`src/lsm_pkg.sv`:
```
// constants and types for the line-state match and maintenance source block
`default_nettype none
package lsm_pkg;
    // control word field positions
    localparam int MATCH_SEL_HI = 14;
    localparam int MATCH_SEL_LO = 11;
    localparam int MAINTENANCE_TX_LINE_STATE_HI = 10;
    localparam int MAINTENANCE_TX_LINE_STATE_LO = 8;
    localparam logic [15:0] CNTRL_RESET = 16'h0000;

    // match selection bit positions within the four-bit field
    localparam int SEL_QUIET = 3;
    localparam int SEL_MASTER = 2;
    localparam int SEL_HALT = 1;
    localparam int SEL_IDLE = 0;
    localparam logic [3:0] SEL_NONE = 4'h0;

    // current line-state encoding
    typedef enum logic [2:0] {
        LS_QUIET = 3'h0,
        LS_IDLE = 3'h1,
        LS_HALT = 3'h2,
        LS_MASTER = 3'h3,
        LS_ACTIVE = 3'h4,
        LS_NOISE = 3'h5
    } line_state_t;

    // maintenance transmit line-state selector
    localparam logic [2:0] MLS_QUIET = 3'h0;
    localparam logic [2:0] MLS_IDLE = 3'h1;
    localparam logic [2:0] MLS_HALT = 3'h2;
    localparam logic [2:0] MLS_MASTER = 3'h3;
    localparam logic [2:0] MLS_PASS = 3'h6;

    // idle qualification: sixteen symbols equal eight symbol-pair bytes
    localparam int IDLE_SYMBOLS = 16;
    localparam int IDLE_BYTES = IDLE_SYMBOLS / 2;
    localparam logic [3:0] IDLE_COUNT_MAX = 4'(IDLE_BYTES);

    // symbol-pair codes (5-bit symbols, two per byte)
    localparam logic [9:0] PAIR_QUIET = 10'h000;
    localparam logic [9:0] PAIR_IDLE = 10'h3ff;
    localparam logic [9:0] PAIR_HALT = 10'h084;
    localparam logic [9:0] PAIR_MASTER = 10'h087;

    typedef enum logic [1:0] {
        CM_OFF = 2'b01,
        CM_MAINTENANCE_STATE = 2'b10
    } cm_state_t;
endpackage : lsm_pkg
`default_nettype wire

```
`src/idle_qualifier.sv`:
```
// counts consecutive idle bytes and flags idle after sixteen symbols
`default_nettype none
module idle_qualifier (
    input wire logic clk_in,
    input wire logic reset_n_in,
    input wire logic idle_byte_in,
    output logic idle_qualified_out
);
    import lsm_pkg::*;

    logic [3:0] count_r;
    logic [3:0] count_nxt;

    always_comb begin
        count_nxt = count_r;
        if (!idle_byte_in) begin
            count_nxt = 4'h0;
        end else if (count_r != IDLE_COUNT_MAX) begin
            count_nxt = count_r + 4'h1;
        end
    end

    always_ff @(posedge clk_in) begin
        if (!reset_n_in) begin
            count_r <= 4'h0;
        end else begin
            count_r <= count_nxt;
        end
    end

    // fewer than eight idle bytes never count as idle
    assign idle_qualified_out = idle_byte_in && (count_r == IDLE_COUNT_MAX);
endmodule : idle_qualifier
`default_nettype wire

```
`src/line_state_match_and_maintenance_state_source.sv`:
```
// line-state match event and maintenance transmit line-state source
`default_nettype none
// Function
// - Select bit 3 set: match event when line state becomes Quiet.
// - Select bit 2 set: match event when line state becomes Master.
// - Select bit 1 set: match event when line state becomes Halt.
// - Select bit 0 set: match event when line state becomes qualified Idle.
// - Idle counts only after sixteen idle symbols, eight idle bytes.
// - Maintenance line-state field sits at control bits 10 to 8.
// - Enter maintenance from OFF only when maintenance request asserted in OFF.
// - Maintenance with field 000 transmits Quiet.
// - Maintenance with field 001 transmits Idle continuously.
// - Maintenance with field 010 transmits Halt continuously.
// - Maintenance with field 011 transmits Master continuously.
// - Select field at bits 14 to 11; matches OR into event bit.
// - Select all zero: event on any line-state or unknown-flag change.
// - Values 100, 101, 111 give Quiet; 110 passes host data through.
// - Whole control word cleared by device reset.
module line_state_match_and_maintenance_state_source (
    input wire logic CLK_SYS_IN,
    input wire logic RESET_N_IN,
    input wire logic CNTRL_WR_IN,
    input wire logic [15:0] CNTRL_WDATA_IN,
    output logic [15:0] CNTRL_RDATA_OUT,
    input wire lsm_pkg::line_state_t CURRENT_LINE_STATE_IN,
    input wire logic UNKNOWN_LINE_STATE_FLAG_IN,
    input wire logic IDLE_BYTE_IN,
    input wire logic MAINTENANCE_ENTRY_REQUEST_IN,
    input wire logic MAINTENANCE_STATE_EXIT_IN,
    input wire logic EVENT_CLEAR_IN,
    output logic LINE_STATE_MATCH_EVENT_OUT,
    output logic IDLE_AFTER_SIXTEEN_SYMBOLS_OUT,
    output logic MAINTENANCE_STATE_OUT,
    input wire logic [9:0] TX_DATA_IN,
    output logic [9:0] TX_PAIR_OUT
);
    import lsm_pkg::*;

    // registers and their next values
    logic [15:0] cntrl_r;
    logic [15:0] cntrl_nxt;
    cm_state_t cm_r;
    cm_state_t cm_nxt;
    logic maintenance_state_flag_r;
    logic maintenance_state_flag_nxt;
    line_state_t ls_prev_r;
    line_state_t ls_prev_nxt;
    logic unk_prev_r;
    logic unk_prev_nxt;
    logic match_prev_r;
    logic match_prev_nxt;
    logic event_r;
    logic event_nxt;
    logic [9:0] tx_r;
    logic [9:0] tx_nxt;

    // decoded fields and match terms
    logic idle_q;
    logic [3:0] match_sel;
    logic [2:0] maintenance_tx_line_state;
    logic quiet_hit;
    logic master_hit;
    logic halt_hit;
    logic idle_hit;
    logic match_now;
    logic ls_change;
    logic unk_change;
    logic change_now;
    logic entry_now;
    logic hit;

    // the qualifier watches every byte, whatever the select
    idle_qualifier u_idle (
        .clk_in(CLK_SYS_IN),
        .reset_n_in(RESET_N_IN),
        .idle_byte_in(IDLE_BYTE_IN),
        .idle_qualified_out(idle_q)
    );

    // field views of the control word
    assign match_sel = cntrl_r[MATCH_SEL_HI:MATCH_SEL_LO];
    assign maintenance_tx_line_state = cntrl_r[MAINTENANCE_TX_LINE_STATE_HI:MAINTENANCE_TX_LINE_STATE_LO];

    // control word: every bit is stored and read back
    always_comb begin
        cntrl_nxt = cntrl_r;
        if (CNTRL_WR_IN) begin
            cntrl_nxt = CNTRL_WDATA_IN;
        end
    end

    always_ff @(posedge CLK_SYS_IN) begin
        if (!RESET_N_IN) begin
            cntrl_r <= CNTRL_RESET;
        end else begin
            cntrl_r <= cntrl_nxt;
        end
    end

    // connection manager: off and maintenance only
    always_comb begin
        cm_nxt = cm_r;
        unique case (cm_r)
            CM_OFF: begin
                if (MAINTENANCE_ENTRY_REQUEST_IN) begin
                    cm_nxt = CM_MAINTENANCE_STATE;
                end
            end
            CM_MAINTENANCE_STATE: begin
                if (MAINTENANCE_STATE_EXIT_IN) begin
                    cm_nxt = CM_OFF;
                end
            end
            default: cm_nxt = CM_OFF;
        endcase
        maintenance_state_flag_nxt = (cm_nxt == CM_MAINTENANCE_STATE);
    end

    // the manager leaves reset in off, transmitting quiet
    always_ff @(posedge CLK_SYS_IN) begin
        if (!RESET_N_IN) begin
            cm_r <= CM_OFF;
            maintenance_state_flag_r <= 1'b0;
        end else begin
            cm_r <= cm_nxt;
            maintenance_state_flag_r <= maintenance_state_flag_nxt;
        end
    end

    // one term per selectable line state; the terms are ORed
    assign quiet_hit = match_sel[SEL_QUIET] && (CURRENT_LINE_STATE_IN == LS_QUIET);
    assign master_hit = match_sel[SEL_MASTER] && (CURRENT_LINE_STATE_IN == LS_MASTER);
    assign halt_hit = match_sel[SEL_HALT] && (CURRENT_LINE_STATE_IN == LS_HALT);

    // idle only counts once eight idle bytes have been seen
    assign idle_hit = match_sel[SEL_IDLE] && (CURRENT_LINE_STATE_IN == LS_IDLE)
        && idle_q;
    assign match_now = quiet_hit || master_hit || halt_hit || idle_hit;

    // compare against the previous cycle, unknown flag included
    assign ls_change = (CURRENT_LINE_STATE_IN != ls_prev_r);
    assign unk_change = (UNKNOWN_LINE_STATE_FLAG_IN != unk_prev_r);
    assign change_now = ls_change || unk_change;

    // a newly enabled select and a move between selected states both count as entry
    assign entry_now = match_now && (!match_prev_r || ls_change);
    assign hit = (match_sel == SEL_NONE) ? change_now : entry_now;

    // previous-cycle history for change and entry detection
    always_comb begin
        ls_prev_nxt = CURRENT_LINE_STATE_IN;
        unk_prev_nxt = UNKNOWN_LINE_STATE_FLAG_IN;
        match_prev_nxt = match_now;
    end

    // history starts at quiet, the line state expected out of reset
    always_ff @(posedge CLK_SYS_IN) begin
        if (!RESET_N_IN) begin
            ls_prev_r <= LS_QUIET;
            unk_prev_r <= 1'b0;
            match_prev_r <= 1'b0;
        end else begin
            ls_prev_r <= ls_prev_nxt;
            unk_prev_r <= unk_prev_nxt;
            match_prev_r <= match_prev_nxt;
        end
    end

    // sticky event: a hit in the clearing cycle is kept, so no match is lost
    always_comb begin
        event_nxt = event_r;
        if (EVENT_CLEAR_IN) begin
            event_nxt = 1'b0;
        end
        if (hit) begin
            event_nxt = 1'b1;
        end
    end

    always_ff @(posedge CLK_SYS_IN) begin
        if (!RESET_N_IN) begin
            event_r <= 1'b0;
        end else begin
            event_r <= event_nxt;
        end
    end

    // maintenance transmit source
    always_comb begin
        tx_nxt = PAIR_QUIET;
        if (cm_r == CM_MAINTENANCE_STATE) begin
            unique case (maintenance_tx_line_state)
                MLS_QUIET: tx_nxt = PAIR_QUIET;
                MLS_IDLE: tx_nxt = PAIR_IDLE;
                MLS_HALT: tx_nxt = PAIR_HALT;
                MLS_MASTER: tx_nxt = PAIR_MASTER;
                MLS_PASS: tx_nxt = TX_DATA_IN;
                default: tx_nxt = PAIR_QUIET;
            endcase
        end
    end

    // registered so the line never sees a decode glitch
    always_ff @(posedge CLK_SYS_IN) begin
        if (!RESET_N_IN) begin
            tx_r <= PAIR_QUIET;
        end else begin
            tx_r <= tx_nxt;
        end
    end

    // every output but the idle flag comes from a register
    assign CNTRL_RDATA_OUT = cntrl_r;
    assign LINE_STATE_MATCH_EVENT_OUT = event_r;
    assign IDLE_AFTER_SIXTEEN_SYMBOLS_OUT = idle_q;
    assign MAINTENANCE_STATE_OUT = maintenance_state_flag_r;
    assign TX_PAIR_OUT = tx_r;
endmodule : line_state_match_and_maintenance_state_source
`default_nettype wire

```
`config.mk`:
```
export PLATFORM = sky130hd
export DESIGN_NAME = line_state_match_and_maintenance_state_source
export DESIGN_NICKNAME = d
export VERILOG_FILES = /design/src/lsm_pkg.sv /design/src/idle_qualifier.sv /design/src/line_state_match_and_maintenance_state_source.sv
export SDC_FILE = /design/constraint.sdc
export NUM_CORES = 1
export LEC_CHECK = 0
export BUFFER_PORTS_ARGS = -buffer_cell sky130_fd_sc_hd__buf_2
export CAP_MARGIN = 10
export CORE_ASPECT_RATIO = 0.9
export CORE_MARGIN = 2
export CORE_UTILIZATION = 30
export DETAILED_ROUTE_END_ITERATION = 7
export SKIP_LAST_GASP = 1
export SLEW_MARGIN = 20
export SYNTH_ARGS = -nofsm -noshare
export SYNTH_HDL_FRONTEND = slang
export SYNTH_SLANG_ARGS = --single-unit
```
`constraint.sdc`:
```
create_clock -name CLK_SYS_IN -period 1.72 [get_ports CLK_SYS_IN]
set_input_delay 0 -clock CLK_SYS_IN [delete_from_list [all_inputs] [get_ports CLK_SYS_IN]]
set_output_delay 0 -clock CLK_SYS_IN [all_outputs]
set_load 0.03 [all_outputs]
```
Word level (Yosys, flattened, before mapping)
Index checks and enable logic that the tools add are counted.
Widths: inputs -> output; s select.
{"block": "word_totals", "mem_bits_rw": 0, "latchBits": 0, "regBits": 39, "n_memories": 0, "mem_bits_ro": 0, "word_cells": 49, "out_inout_bits": 29}
{"block": "op_classes", "bitwise_logic": 0, "n_addsub": 1, "n_mux": 7, "n_eq_ne": 14, "shifts": 0, "n_mul": 0, "order_cmp": 0, "n_div": 0, "reduce_logical": 18}
{"cell": "$pmux 10 s4", "n": 1}
{"cell": "$eq 3x2->1 const B", "n": 4}
{"cell": "$logic_and 1x1->1", "n": 7}
{"cell": "$eq 3x1->1 const B", "n": 2}
{"cell": "$logic_or 1x1->1", "n": 5}
{"cell": "$add 4x1->4 const B", "n": 1}
{"cell": "$eq 2x2->1 const B", "n": 2}
{"cell": "$eq 4x4->1 const B", "n": 1}
{"cell": "$logic_not 4->1", "n": 1}
{"cell": "$mux 2", "n": 2}
{"cell": "$ne 4x4->1 const B", "n": 1}
{"cell": "$pmux 2 s2", "n": 1}
{"cell": "$reduce_and 2->1", "n": 2}
{"cell": "$eq 3x3->1 const B", "n": 1}
{"cell": "$logic_not 3->1", "n": 1}
{"cell": "$mux 1", "n": 3}
{"cell": "$ne 3x3->1", "n": 1}
{"cell": "$eq 2x1->1 const B", "n": 1}
{"cell": "$reduce_bool 2->1", "n": 1}
{"cell": "$logic_not 1->1", "n": 1}
{"cell": "$ne 1x1->1", "n": 1}

Longest topological paths before layout
Gate-level depths: netlist of run 1.
{"block": "logic_depth", "depth_word": 8, "depth_mapped": 7, "ltp_nobuf": 6}

Hierarchy
From an unflattened synthesis of run 1, not the netlist that was laid out.
{"block": "unflattened", "cells_unflattened": 156, "area_unflattened_um2": 1550.2}
{"module": "line_state_match_and_maintenance_state_source", "seq_area_each_um2": 700.7, "cells_per_inst": 133, "instances": 1, "area_per_inst_um2": 1340.0}
{"module": "idle_qualifier", "seq_area_each_um2": 80.1, "cells_per_inst": 23, "instances": 1, "area_per_inst_um2": 210.2}

Least setup slack after synthesis of run 1
No wires, ideal clock.
{"block": "synth_timing", "path_type": "reg-to-reg", "startpoint": "register u_idle.count_r[0]", "endpoint": "register event_r, in the netlist LINE_STATE_MATCH_EVENT_OUT", "t_arrival_ps": 1315, "t_required_ps": 1603, "setup_ps": 117, "path_slack_ps": 288, "n_path_buf": 1, "stages_incl_launch_ff": 8, "period_less_slack_ps": 1432, "cell_sequence": "dfxtp_1 > inv_1 > ha_1 > and3b_1 > buf_2 > a32oi_1 > o31ai_1 > a22o_1"}
{"block": "synth_between", "elab_chain_cells": 7}
{"item": "start, declared", "line": "idle_qualifier.sv:11", "source": "logic [3:0] count_r;"}
{"item": "start signal, assigned", "line": "idle_qualifier.sv:27", "source": "count_r <= count_nxt;"}
{"item": "$eq 4x4->1 (*)", "line": "idle_qualifier.sv:32", "source": "assign idle_qualified_out = idle_byte_in && (count_r == IDLE_COUNT_MAX);"}
{"item": "$logic_and 1x1->1 (*)", "line": "idle_qualifier.sv:32"}
{"item": "$logic_and 1x1->1 (*)", "line": "line_state_match_and_maintenance_state_source.sv:137", "source": "&& idle_q;"}
{"item": "$logic_or 1x1->1 (*)", "line": "line_state_match_and_maintenance_state_source.sv:138", "source": "assign match_now = quiet_hit || master_hit || halt_hit || idle_hit;"}
{"item": "$logic_and 1x1->1 (*)", "line": "line_state_match_and_maintenance_state_source.sv:146", "source": "assign entry_now = match_now && (!match_prev_r || ls_change);"}
{"item": "$mux 1 (*)", "line": "line_state_match_and_maintenance_state_source.sv:147", "source": "assign hit = (match_sel == SEL_NONE) ? change_now : entry_now;"}
{"item": "$mux 1 / $reduce_bool 2->1 (equally long branches)"}
{"item": "end signal, assigned", "line": "line_state_match_and_maintenance_state_source.sv:184", "source": "event_r <= event_nxt;"}
{"item": "end, declared", "line": "line_state_match_and_maintenance_state_source.sv:52", "source": "logic event_r;"}
Every way passes the cells marked *; elsewhere a longest branch is shown, timed or not.
A chain may end at the register's enable or synchronous reset.

Worst setup path after layout of run 1
{"block": "layout_timing", "startpoint": "register u_idle.count_r[0]", "endpoint": "output port IDLE_AFTER_SIXTEEN_SYMBOLS_OUT"}
{"block": "layout_between", "elab_chain_cells": 2}
{"item": "$eq 4x4->1", "line": "idle_qualifier.sv:32"}
{"item": "$logic_and 1x1->1", "line": "idle_qualifier.sv:32"}
{"item": "end, declared", "line": "line_state_match_and_maintenance_state_source.sv:32", "source": "output logic IDLE_AFTER_SIXTEEN_SYMBOLS_OUT,"}
No other way between the ends.

==> flow_summary.ini, run 1 <==
[routing]
drc = 0
wl_per_cell_um = 11.4
first_pass_iters = 4
vias_per_cell = 4.27
ant_nets = 0
initialDrtViolationCount = 51
drt-total-wl_um = 3560
vias = 1336

[setup_path]
critical_path_class = flop to output port
worst-path-buf-inv = 2
cp-end-kind = output port
path_max_fanout = 5
crit_arrival_ns = 1.50
cp_top_family = simple AND/OR/NAND/NOR gates
slowest_stage = dfxtp_1
startpoint_type = flop
worst-r2r-setup-slack_ns = 0.25
path_cells = inv_1, ha_1, and3b_1, and2_1, buf_2
cp.required_ns = 1.72
cpPeakStageDelay_ns = 0.36

[power_and_ir_drop]
ir_drop_mv = 0.534
netSwitchingFraction = 0.260
internal-power_mw = 1.65
power.switching_mw = 0.580
p_per_area_nw_per_um2 = 957
pwr-share-seq = 0.453
clkPwrFrac = 0.352
comb_power_share = 0.195
p_leak_nw = 1.09

[sta]
finalSetupViolations = 0
fin_setup_tns_ns = 0
drv_slew = 0
min_period_over_period = 0.872
rsz0062_at_grt = no
fmax_mhz = 667
finalCriticalPeriod_ns = 1.50
fin_skew_ns = 0.00633
tightest_slew_ns = 0.481
hold_viol = 0
slew_headroom = 0.679

[floorplanning]
die_y_um = 71.9
core_um2 = 4890
die-area_um2 = 5720
start_util = 0.314
die_w_um = 79.5
io_pins = 66
rows = 24

[clock_network]
cts_buffers = 5
htree_levels = 2
postCtsSetupRepairBufs = 0
cts.sinks = 39
cts_root_buf = clkbuf_8
cts_buffer_depth = 2
cts_tree = yes
insertion_delay_ns = 0.28
clk_pin_slew_worst_paths_ns = 0.08
cts_hold_buf = 29
post_cts_resized = 0

[place]
hpwl_um = 2400
dpl_cell_area_um2 = 1920
portBuffers = 65
gp_congestion = 0.818

[synth]
syn-cell-area_um2 = 1540
synth_most_common_cell = dfxtp_1
synth_cell_types = 33
synth_top_area_frac = 0.508
seq_area_frac_synth = 0.508
ys_seq_elements = 39
synth_edf_count = 0
yosysWarnings = 0
synth.area.top_cells = dfxtp_1, mux2i_1, nor2b_1
syn_inst = 152
ys_async_sr_fraction = 0
yosysTopAreaCell = dfxtp_1
synth_flop_cell = dfxtp_1
synth_common_cells = dfxtp_1, mux2i_1, nor2b_1, nand2_1, a21oi_1
syn_avg_cell_area_um2 = 10.1
synth_fp_nets = 193

[layout]
fin_area_um2 = 2330
areaGrowthSynthToFinish_pct = 51.4
nFillCells = 461
final_net_count = 288
layout-drive-gt1-share = 0.306
insertedDiodeCount = 0

[global_routing]
antenna_found_initial = 0
grt_max_degree = 17
grt_usage = 0.129
grt_pass1_wl_um = 5720
grt_pass1_vias = 1300
grt-ovfl-total = 0

[worst_hold_path]
hp-class = primary input to flop

[outcome]
status = finished, final reports clean

[flow_run]
max_cap_violations = 0
-- cells in the final DEF, fill, tap and decap left out, drive strengths merged, types with 2 or more instances in the layout --
master,count
inv,7
a21oi,11
buf,66
ha,4
nand2b,3
a22o,2
xnor2,6
and2,4
mux2i,18
dfxtp,39
dlygate4sd3,29
nand2,12
nor2b,16
clkbuf,6
nor2,5
-- worst reg2reg max path: cells and delay by family, from the launching register on --
family | cells | cell delay (ns)
buffers and inverters | 1 | 0.08
DFF | 1 | 0.36
adders and majority gates | 1 | 0.19
and+or+nand+nor | 1 | 0.24
AOI/OAI and AO/OA | 3 | 0.50
-- power groups by stage --
| stage | Combinational [mW] | Clock [mW] | Sequential, mW |
|---|---|---|---|
| after floorplan | 0.198 | 0 | 1.10 |
| after global placement | 0.381 | 0 | 1.03 |
| after detailed placement | 0.388 | 0 | 1.03 |
| after CTS | 0.438 | 0.810 | 1.01 |
| after global routing | 0.484 | 0.844 | 1.02 |
| final | 0.436 | 0.784 | 1.01 |
-- final cells by class --
| type | count | area (um^2) | share of cell area |
|---|---|---|---|
| sequential | 39 | 781 | 0.335 |
| inverter | 7 | 26.3 | 0.0113 |
| clock inverter | 2 | 35.0 | 0.0150 |
| multi-input combinational | 99 | 699 | 0.300 |
| clock buffer | 6 | 82.6 | 0.0355 |
| timing repair buffer | 95 | 623 | 0.268 |
| tap | 65 | 81.3 | 0.0349 |
-- stage by stage --
stage                     std cells  setup WS (ns)  hold slack [ns]  power [mW]   util
after CTS                       313          0.207          0.00543        2.26  0.476
after global routing            313          0.114           0.0360        2.34  0.476
final                           313          0.220           0.0134        2.23  0.476
after floorplan                 152          0.288            0.113        1.29      -
after detailed placement        276          0.258            0.237        1.42  0.392
after global placement          276          0.301            0.232        1.41  0.392
-- registers in the layout (all words and copies together), names as in the netlist --
name	count
ls_prev_r	3
TX_PAIR_OUT	10
MAINTENANCE_STATE_OUT	1
match_prev_r	1
cm_r	2
LINE_STATE_MATCH_EVENT_OUT	1
u_idle.count_r	4
unk_prev_r	1
CNTRL_RDATA_OUT	16
-- layer usage --
layer	share of wire	wire (um)	vias to the layer above	global-route usage
li1	-	-	702	-
met1	0.48	1690	585	0.162
met2	0.45	1590	42	0.207
met3	0.055	196	7	0.0361
met4	0.023	82	0	0.0613
met5	0	0	-	0
-- final timing paths --
path                           start                        endpoint  cells after the start
setup / recovery   u_idle.count_r[0]  IDLE_AFTER_SIXTEEN_SYMBOLS_OUT                      5
setup reg to reg   u_idle.count_r[0]      LINE_STATE_MATCH_EVENT_OUT                      6
hold reg to reg   CNTRL_RDATA_OUT[6]              CNTRL_RDATA_OUT[6]                      2
hold / removal     CNTRL_WDATA_IN[8]              CNTRL_RDATA_OUT[8]                      3
-- logic make-up (layout without fill, tap and decap cells) --
kind of cell               count (synthesis)  after routing  synth area share
buffers and inverters                     14            110            0.0374
xor gates and xnor gates                   7              7            0.0399
adders and majority gates                  4              4            0.0325
muxes                                     18             18             0.117
AOI/OAI and AO/OA                         19             19            0.0773
DFF                                       39             39             0.508
and+or+nand+nor                           51             51             0.188
(Power assumes the default switching activity.)
==> inputs of run 2 (changes only) <==
==> constraint.sdc (replaced) <==
create_clock -name CLK_SYS_IN -period 1.5 [get_ports CLK_SYS_IN]
set_input_delay 0.225 -clock CLK_SYS_IN [delete_from_list [all_inputs] [get_ports CLK_SYS_IN]]
set_output_delay 0.225 -clock CLK_SYS_IN [all_outputs]
set_load 0.03 [all_outputs]
==> run 2 against run 1 <==
Effect of this change: the flow now finishes with violations (setup timing); critical path depth is the same; hold slack gained 0.17 ns; final cell count shrank 7.0%; via count shrank 7.1%; power grew 5.8%; sequential power grew 15%; cell area shrank 9.6%; die area is the same; utilization shrank 4.6 points; clock skew shrank 0.0035 ns; register-to-register slack lost 0.21 ns; global-route usage shrank 1.1 points; critical endpoint unchanged; largest power group unchanged.
==> flow_summary.ini, run 2 (synthesis gave the netlist of run 1 again) <==
[layout]
areaGrowthSynthToFinish_pct = 36.9
insertedDiodeCount = 0
layout-drive-gt1-share = 0.398
layout_commonest_cell = buf_2
largest_reg_flops = 16
final_net_count = 266
stdcell_count = 291
layout_common_cells = buf_2, dfxtp_1, mux2i_1

[routing]
initialDrtViolationCount = 28
vias = 1241
drt-total-wl_um = 3250
ant_nets = 0
wl_per_cell_um = 11.2
vias_per_cell = 4.26
first_pass_iters = 4
drc = 0

[setup_path]
crit_arrival_ns = 1.29
path_max_fanout = 2
startpoint_type = flop
r2r_start = u_idle.count_r[1]
cp-end-kind = output port
worstRegToRegCells = 7
r2r_end = LINE_STATE_MATCH_EVENT_OUT
critical_path_class = flop to output port
cpPeakStageDelay_ns = 0.34
path_cells = inv_2, ha_4, and3b_2, and2_4, buf_6
slowest_stage = dfxtp_2
worst-r2r-setup-slack_ns = 0.04
cp.required_ns = 1.27

[global_routing]
grt_max_degree = 17
grt_usage = 0.118
grt_pass1_vias = 1182
grt_pass1_wl_um = 5250
grt-ovfl-total = 0
antenna_found_initial = 0

[clock_network]
htree_levels = 2
cts_tree = yes
insertion_delay_ns = 0.28
cts_buffer_depth = 2
cts.sinks = 39
clk_pin_slew_worst_paths_ns = 0.07
cts_buffers = 5
cts_root_buf = clkbuf_8

[outcome]
status = finished with violations
violations = setup timing

[sta]
fmax_mhz = 659
fin_skew_ns = 0.00282
hold_viol = 0
finalCriticalPeriod_ns = 1.52
fin_ws_ns = -0.0164
drv_slew = 0
min_period_over_period = 1.01
slew_headroom = 0.662
tightest_slew_ns = 0.507
finalSetupViolations = 1
rsz0062_at_grt = yes

[place]
portBuffers = 65
dp_cells = 278
hpwl_um = 2400
gp_congestion = 0.719

[power_and_ir_drop]
ir_drop_mv = 0.442
p_leak_nw = 1.01
finalPower_mw = 2.36
p_per_area_nw_per_um2 = 1120

[worst_hold_path]
hp-start = TX_DATA_IN[8]
holdPathEnd = TX_PAIR_OUT[8]
hp-class = primary input to flop
hold_depth = 3

[floorplanning]
die-area_um2 = 5720
die_y_um = 71.9
start_util = 0.314
die_w_um = 79.5
rows = 24
io_pins = 66
core_um2 = 4890

[flow_run]
max_cap_violations = 0
-- run 2: cell count changes in the layout (fill, tap and decap cells not counted), sizes merged --
cell / before / now
bufinv: 1 / 0
buf: 66 / 73
clkinv: 1 / 0
dlygate4sd3: 29 / 0
clkbuf: 6 / 8
-- run 2: stage by stage --
| stage | area (um^2) | setup TNS [ns] | hold WS (ns) | util | setup WS [ns] |
|---|---|---|---|---|---|
| 5_1_grt | 2110 | -0.114 | 0.185 | 0.430 | -0.0757 |
| 4_1_cts | 2080 | -0.0253 | 0.170 | 0.425 | -0.0253 |
| 3_5_place_dp | 1940 | 0 | 0.471 | 0.395 | 0.0424 |
| 3_3_place_gp | 1940 | 0 | 0.464 | 0.395 | 0.120 |
| 2_1_floorplan | 1540 | 0 | 0.338 | - | 0.0683 |
| 6_report | 2110 | -0.0164 | 0.186 | 0.430 | -0.0164 |
-- run 2: critical path, delay by kind of cell, from the launching register on --
| kind | cells | cell delay [ns] |
|---|---|---|
| fa+ha+maj | 1 | 0.14 |
| buf+inv | 2 | 0.18 |
| flops | 1 | 0.34 |
| simple gates | 2 | 0.36 |
-- run 2: area by class of cell --
type                            count  area (um^2)
Multi-Input combinational cell     99          723
Inverter                            7         26.3
Tap cell                           65         81.3
Sequential cell                    39          783
Timing Repair Buffer               73          392
Fill cell                         488         2790
Clock buffer                        8          100
-- run 2: repair_timing --
action | 4_1_cts | 5_1_grt
setup endpoints to repair | 1 | 2
setup buffers | 4 | 1
resized for setup | 9 | 2
hold buffers | 0 | 0
pin swaps | 2 | 2
-- run 2: power by group --
group / total [mW] / internal, mW / switching (mW)
clock: 0.751 / 0.419 / 0.331
combinational: 0.450 / 0.201 / 0.248
sequential: 1.16 / 1.11 / 0.0464
-- run 2: worst max path at each step --
stage | from | to | slack, ns | depth (start not counted)
global placement | u_idle.count_r[0] | LINE_STATE_MATCH_EVENT_OUT | 0.12 | 6
CTS | u_idle.count_r[0] | IDLE_AFTER_SIXTEEN_SYMBOLS_OUT | -0.03 | 5
finish | u_idle.count_r[1] | IDLE_AFTER_SIXTEEN_SYMBOLS_OUT | -0.02 | 5
floorplan | u_idle.count_r[0] | LINE_STATE_MATCH_EVENT_OUT | 0.07 | 7
detailed placement | u_idle.count_r[0] | LINE_STATE_MATCH_EVENT_OUT | 0.04 | 6
global route | u_idle.count_r[0] | IDLE_AFTER_SIXTEEN_SYMBOLS_OUT | -0.08 | 5
-- run 2: per-layer routing --
layer  GRT usage  share of wire
met4      0.0402         0.0052
met5           0              0
met1       0.147           0.47
met3      0.0410          0.065
met2       0.190           0.46
==> inputs of run 3 (changes only) <==
--- a/config.mk
+++ b/config.mk
@@ -7,7 +7,7 @@
 export LEC_CHECK = 0
 export BUFFER_PORTS_ARGS = -buffer_cell sky130_fd_sc_hd__buf_2
 export CAP_MARGIN = 10
-export CORE_ASPECT_RATIO = 0.9
+export CORE_ASPECT_RATIO = 1.25
 export CORE_MARGIN = 2
 export CORE_UTILIZATION = 30
 export DETAILED_ROUTE_END_ITERATION = 7
==> run 3 against run 2 <==
Effect of this change: largest cell class unchanged; hold slack worse by 0.017 ns; clock power is 7.6% lower; the flow now finishes without violations; combinational power shrank 2%; highest routed layer unchanged.
==> flow_summary.ini, run 3 (synthesis gave the netlist of run 1 again) <==
[floorplanning]
die_w_um = 68.0
core_um2 = 5010
die_y_um = 84.0
die-area_um2 = 5720
rows = 29
start_util = 0.307
io_pins = 66

[clock_network]
htree_levels = 2
clk_pin_slew_worst_paths_ns = 0.07
cts_buffers = 5
insertion_delay_ns = 0.28
cts.sinks = 39
cts_buffer_depth = 2
cts_tree = yes
cts_root_buf = clkbuf_8

[power_and_ir_drop]
internal-power_mw = 1.67
finalPower_mw = 2.29
power.switching_mw = 0.625
netSwitchingFraction = 0.272
ir_drop_mv = 0.797
p_per_area_nw_per_um2 = 1110
clkPwrFrac = 0.303
p_leak_nw = 0.992
pwr-share-seq = 0.505
comb_power_share = 0.193

[sta]
fin_ws_ns = 0.0230
drv_slew = 0
slew_headroom = 0.688
rsz0062_at_grt = yes
finalCriticalPeriod_ns = 1.48
finalSetupViolations = 0
fin_hold_ws_ns = 0.169
fin_skew_ns = 0.00210
hold_viol = 0
tightest_slew_ns = 0.468
fmax_mhz = 677
min_period_over_period = 0.985
fin_setup_tns_ns = 0

[place]
portBuffers = 65
dp_slack_ns = 0.0869
gp_congestion = 0.654
hpwl_um = 2470

[global_routing]
grt_pass1_wl_um = 5310
antenna_found_initial = 0
grt_usage = 0.123
grt_pass1_vias = 1200
grt-ovfl-total = 0
grt_max_degree = 22

[layout]
final_net_count = 265
insertedDiodeCount = 0
areaGrowthSynthToFinish_pct = 34.2
layout-drive-gt1-share = 0.384
largest_reg_flops = 16
layout_commonest_cell = buf_2
layout_common_cells = buf_2, dfxtp_1, mux2i_1

[setup_path]
cp.required_ns = 1.27
r2r_end = LINE_STATE_MATCH_EVENT_OUT
startpoint_type = flop
path_cells = inv_2, ha_2, and3b_1, and2_4, buf_6
slowest_stage = dfxtp_2
crit_arrival_ns = 1.25
worstRegToRegCells = 7
worst-r2r-setup-slack_ns = 0.08
cp-end-kind = output port
cp-startpoint = u_idle.count_r[0]
path_max_fanout = 2
worst-path-buf-inv = 2
r2r_start = u_idle.count_r[0]
critical_path_class = flop to output port
cpPeakStageDelay_ns = 0.34
cp_top_family = flip-flops

[worst_hold_path]
hp-start = UNKNOWN_LINE_STATE_FLAG_IN
hp-class = primary input to flop
holdPathEnd = unk_prev_r
hold_depth = 2

[routing]
vias = 1276
first_pass_iters = 4
drc = 0
initialDrtViolationCount = 36
wl_per_cell_um = 11.5
vias_per_cell = 4.46
ant_nets = 0
drt-total-wl_um = 3280

[outcome]
status = finished, final reports clean

[flow_run]
max_cap_violations = 0
## run 3: repair_timing
item / CTS / global route
pin swaps: 2 / 0
buffers inserted: 4 / 0
gates resized for setup: 6 / 1
hold buffers: 0 / 0
setup endpoints to repair: 1 / 1
## run 3: how the worst max path moves through the flow
| stage | endpoint | slack, ns | cells past startpoint |
|---|---|---|---|
| final | IDLE_AFTER_SIXTEEN_SYMBOLS_OUT | 0.02 | 5 |
| after global routing | IDLE_AFTER_SIXTEEN_SYMBOLS_OUT | -0.02 | 5 |
| after CTS | IDLE_AFTER_SIXTEEN_SYMBOLS_OUT | 0.02 | 5 |
| after detailed placement | LINE_STATE_MATCH_EVENT_OUT | 0.09 | 6 |
| after global placement | LINE_STATE_MATCH_EVENT_OUT | 0.13 | 6 |
| after floorplan | LINE_STATE_MATCH_EVENT_OUT | 0.07 | 7 |
## run 3: power groups by stage
stage / clock network [mW] / registers [mW] / logic [mW]
after floorplan: 0 / 1.26 / 0.227
after global placement: 0 / 1.18 / 0.435
after detailed placement: 0 / 1.18 / 0.442
after CTS: 0.731 / 1.16 / 0.449
after global routing: 0.773 / 1.17 / 0.493
final: 0.694 / 1.16 / 0.442
## run 3: layout make-up
class	count	area [um^2]
Multi-Input combinational cell	99	704
Fill cell	536	2940
Clock inverter	1	5.00
Inverter	7	26.3
Sequential cell	39	783
Timing Repair Buffer	72	384
Tap cell	62	77.6
Clock buffer	6	82.6
## run 3: layer usage
| metal | track usage | wire [um] | share of wire | up-vias |
|---|---|---|---|---|
| li1 | - | - | - | 651 |
| met4 | 0.0545 | 47 | 0.014 | 0 |
| met3 | 0.0499 | 245 | 0.075 | 4 |
| met1 | 0.147 | 1400 | 0.43 | 581 |
| met5 | 0 | 0 | 0 | - |
| met2 | 0.191 | 1580 | 0.48 | 40 |
## run 3: stage by stage
step	cell area (um^2)	std cells	util
global route	2060	286	0.412
global placement	1930	275	0.386
CTS	2060	286	0.412
floorplan	1540	152	-
finish	2060	286	0.412
detailed placement	1930	275	0.386
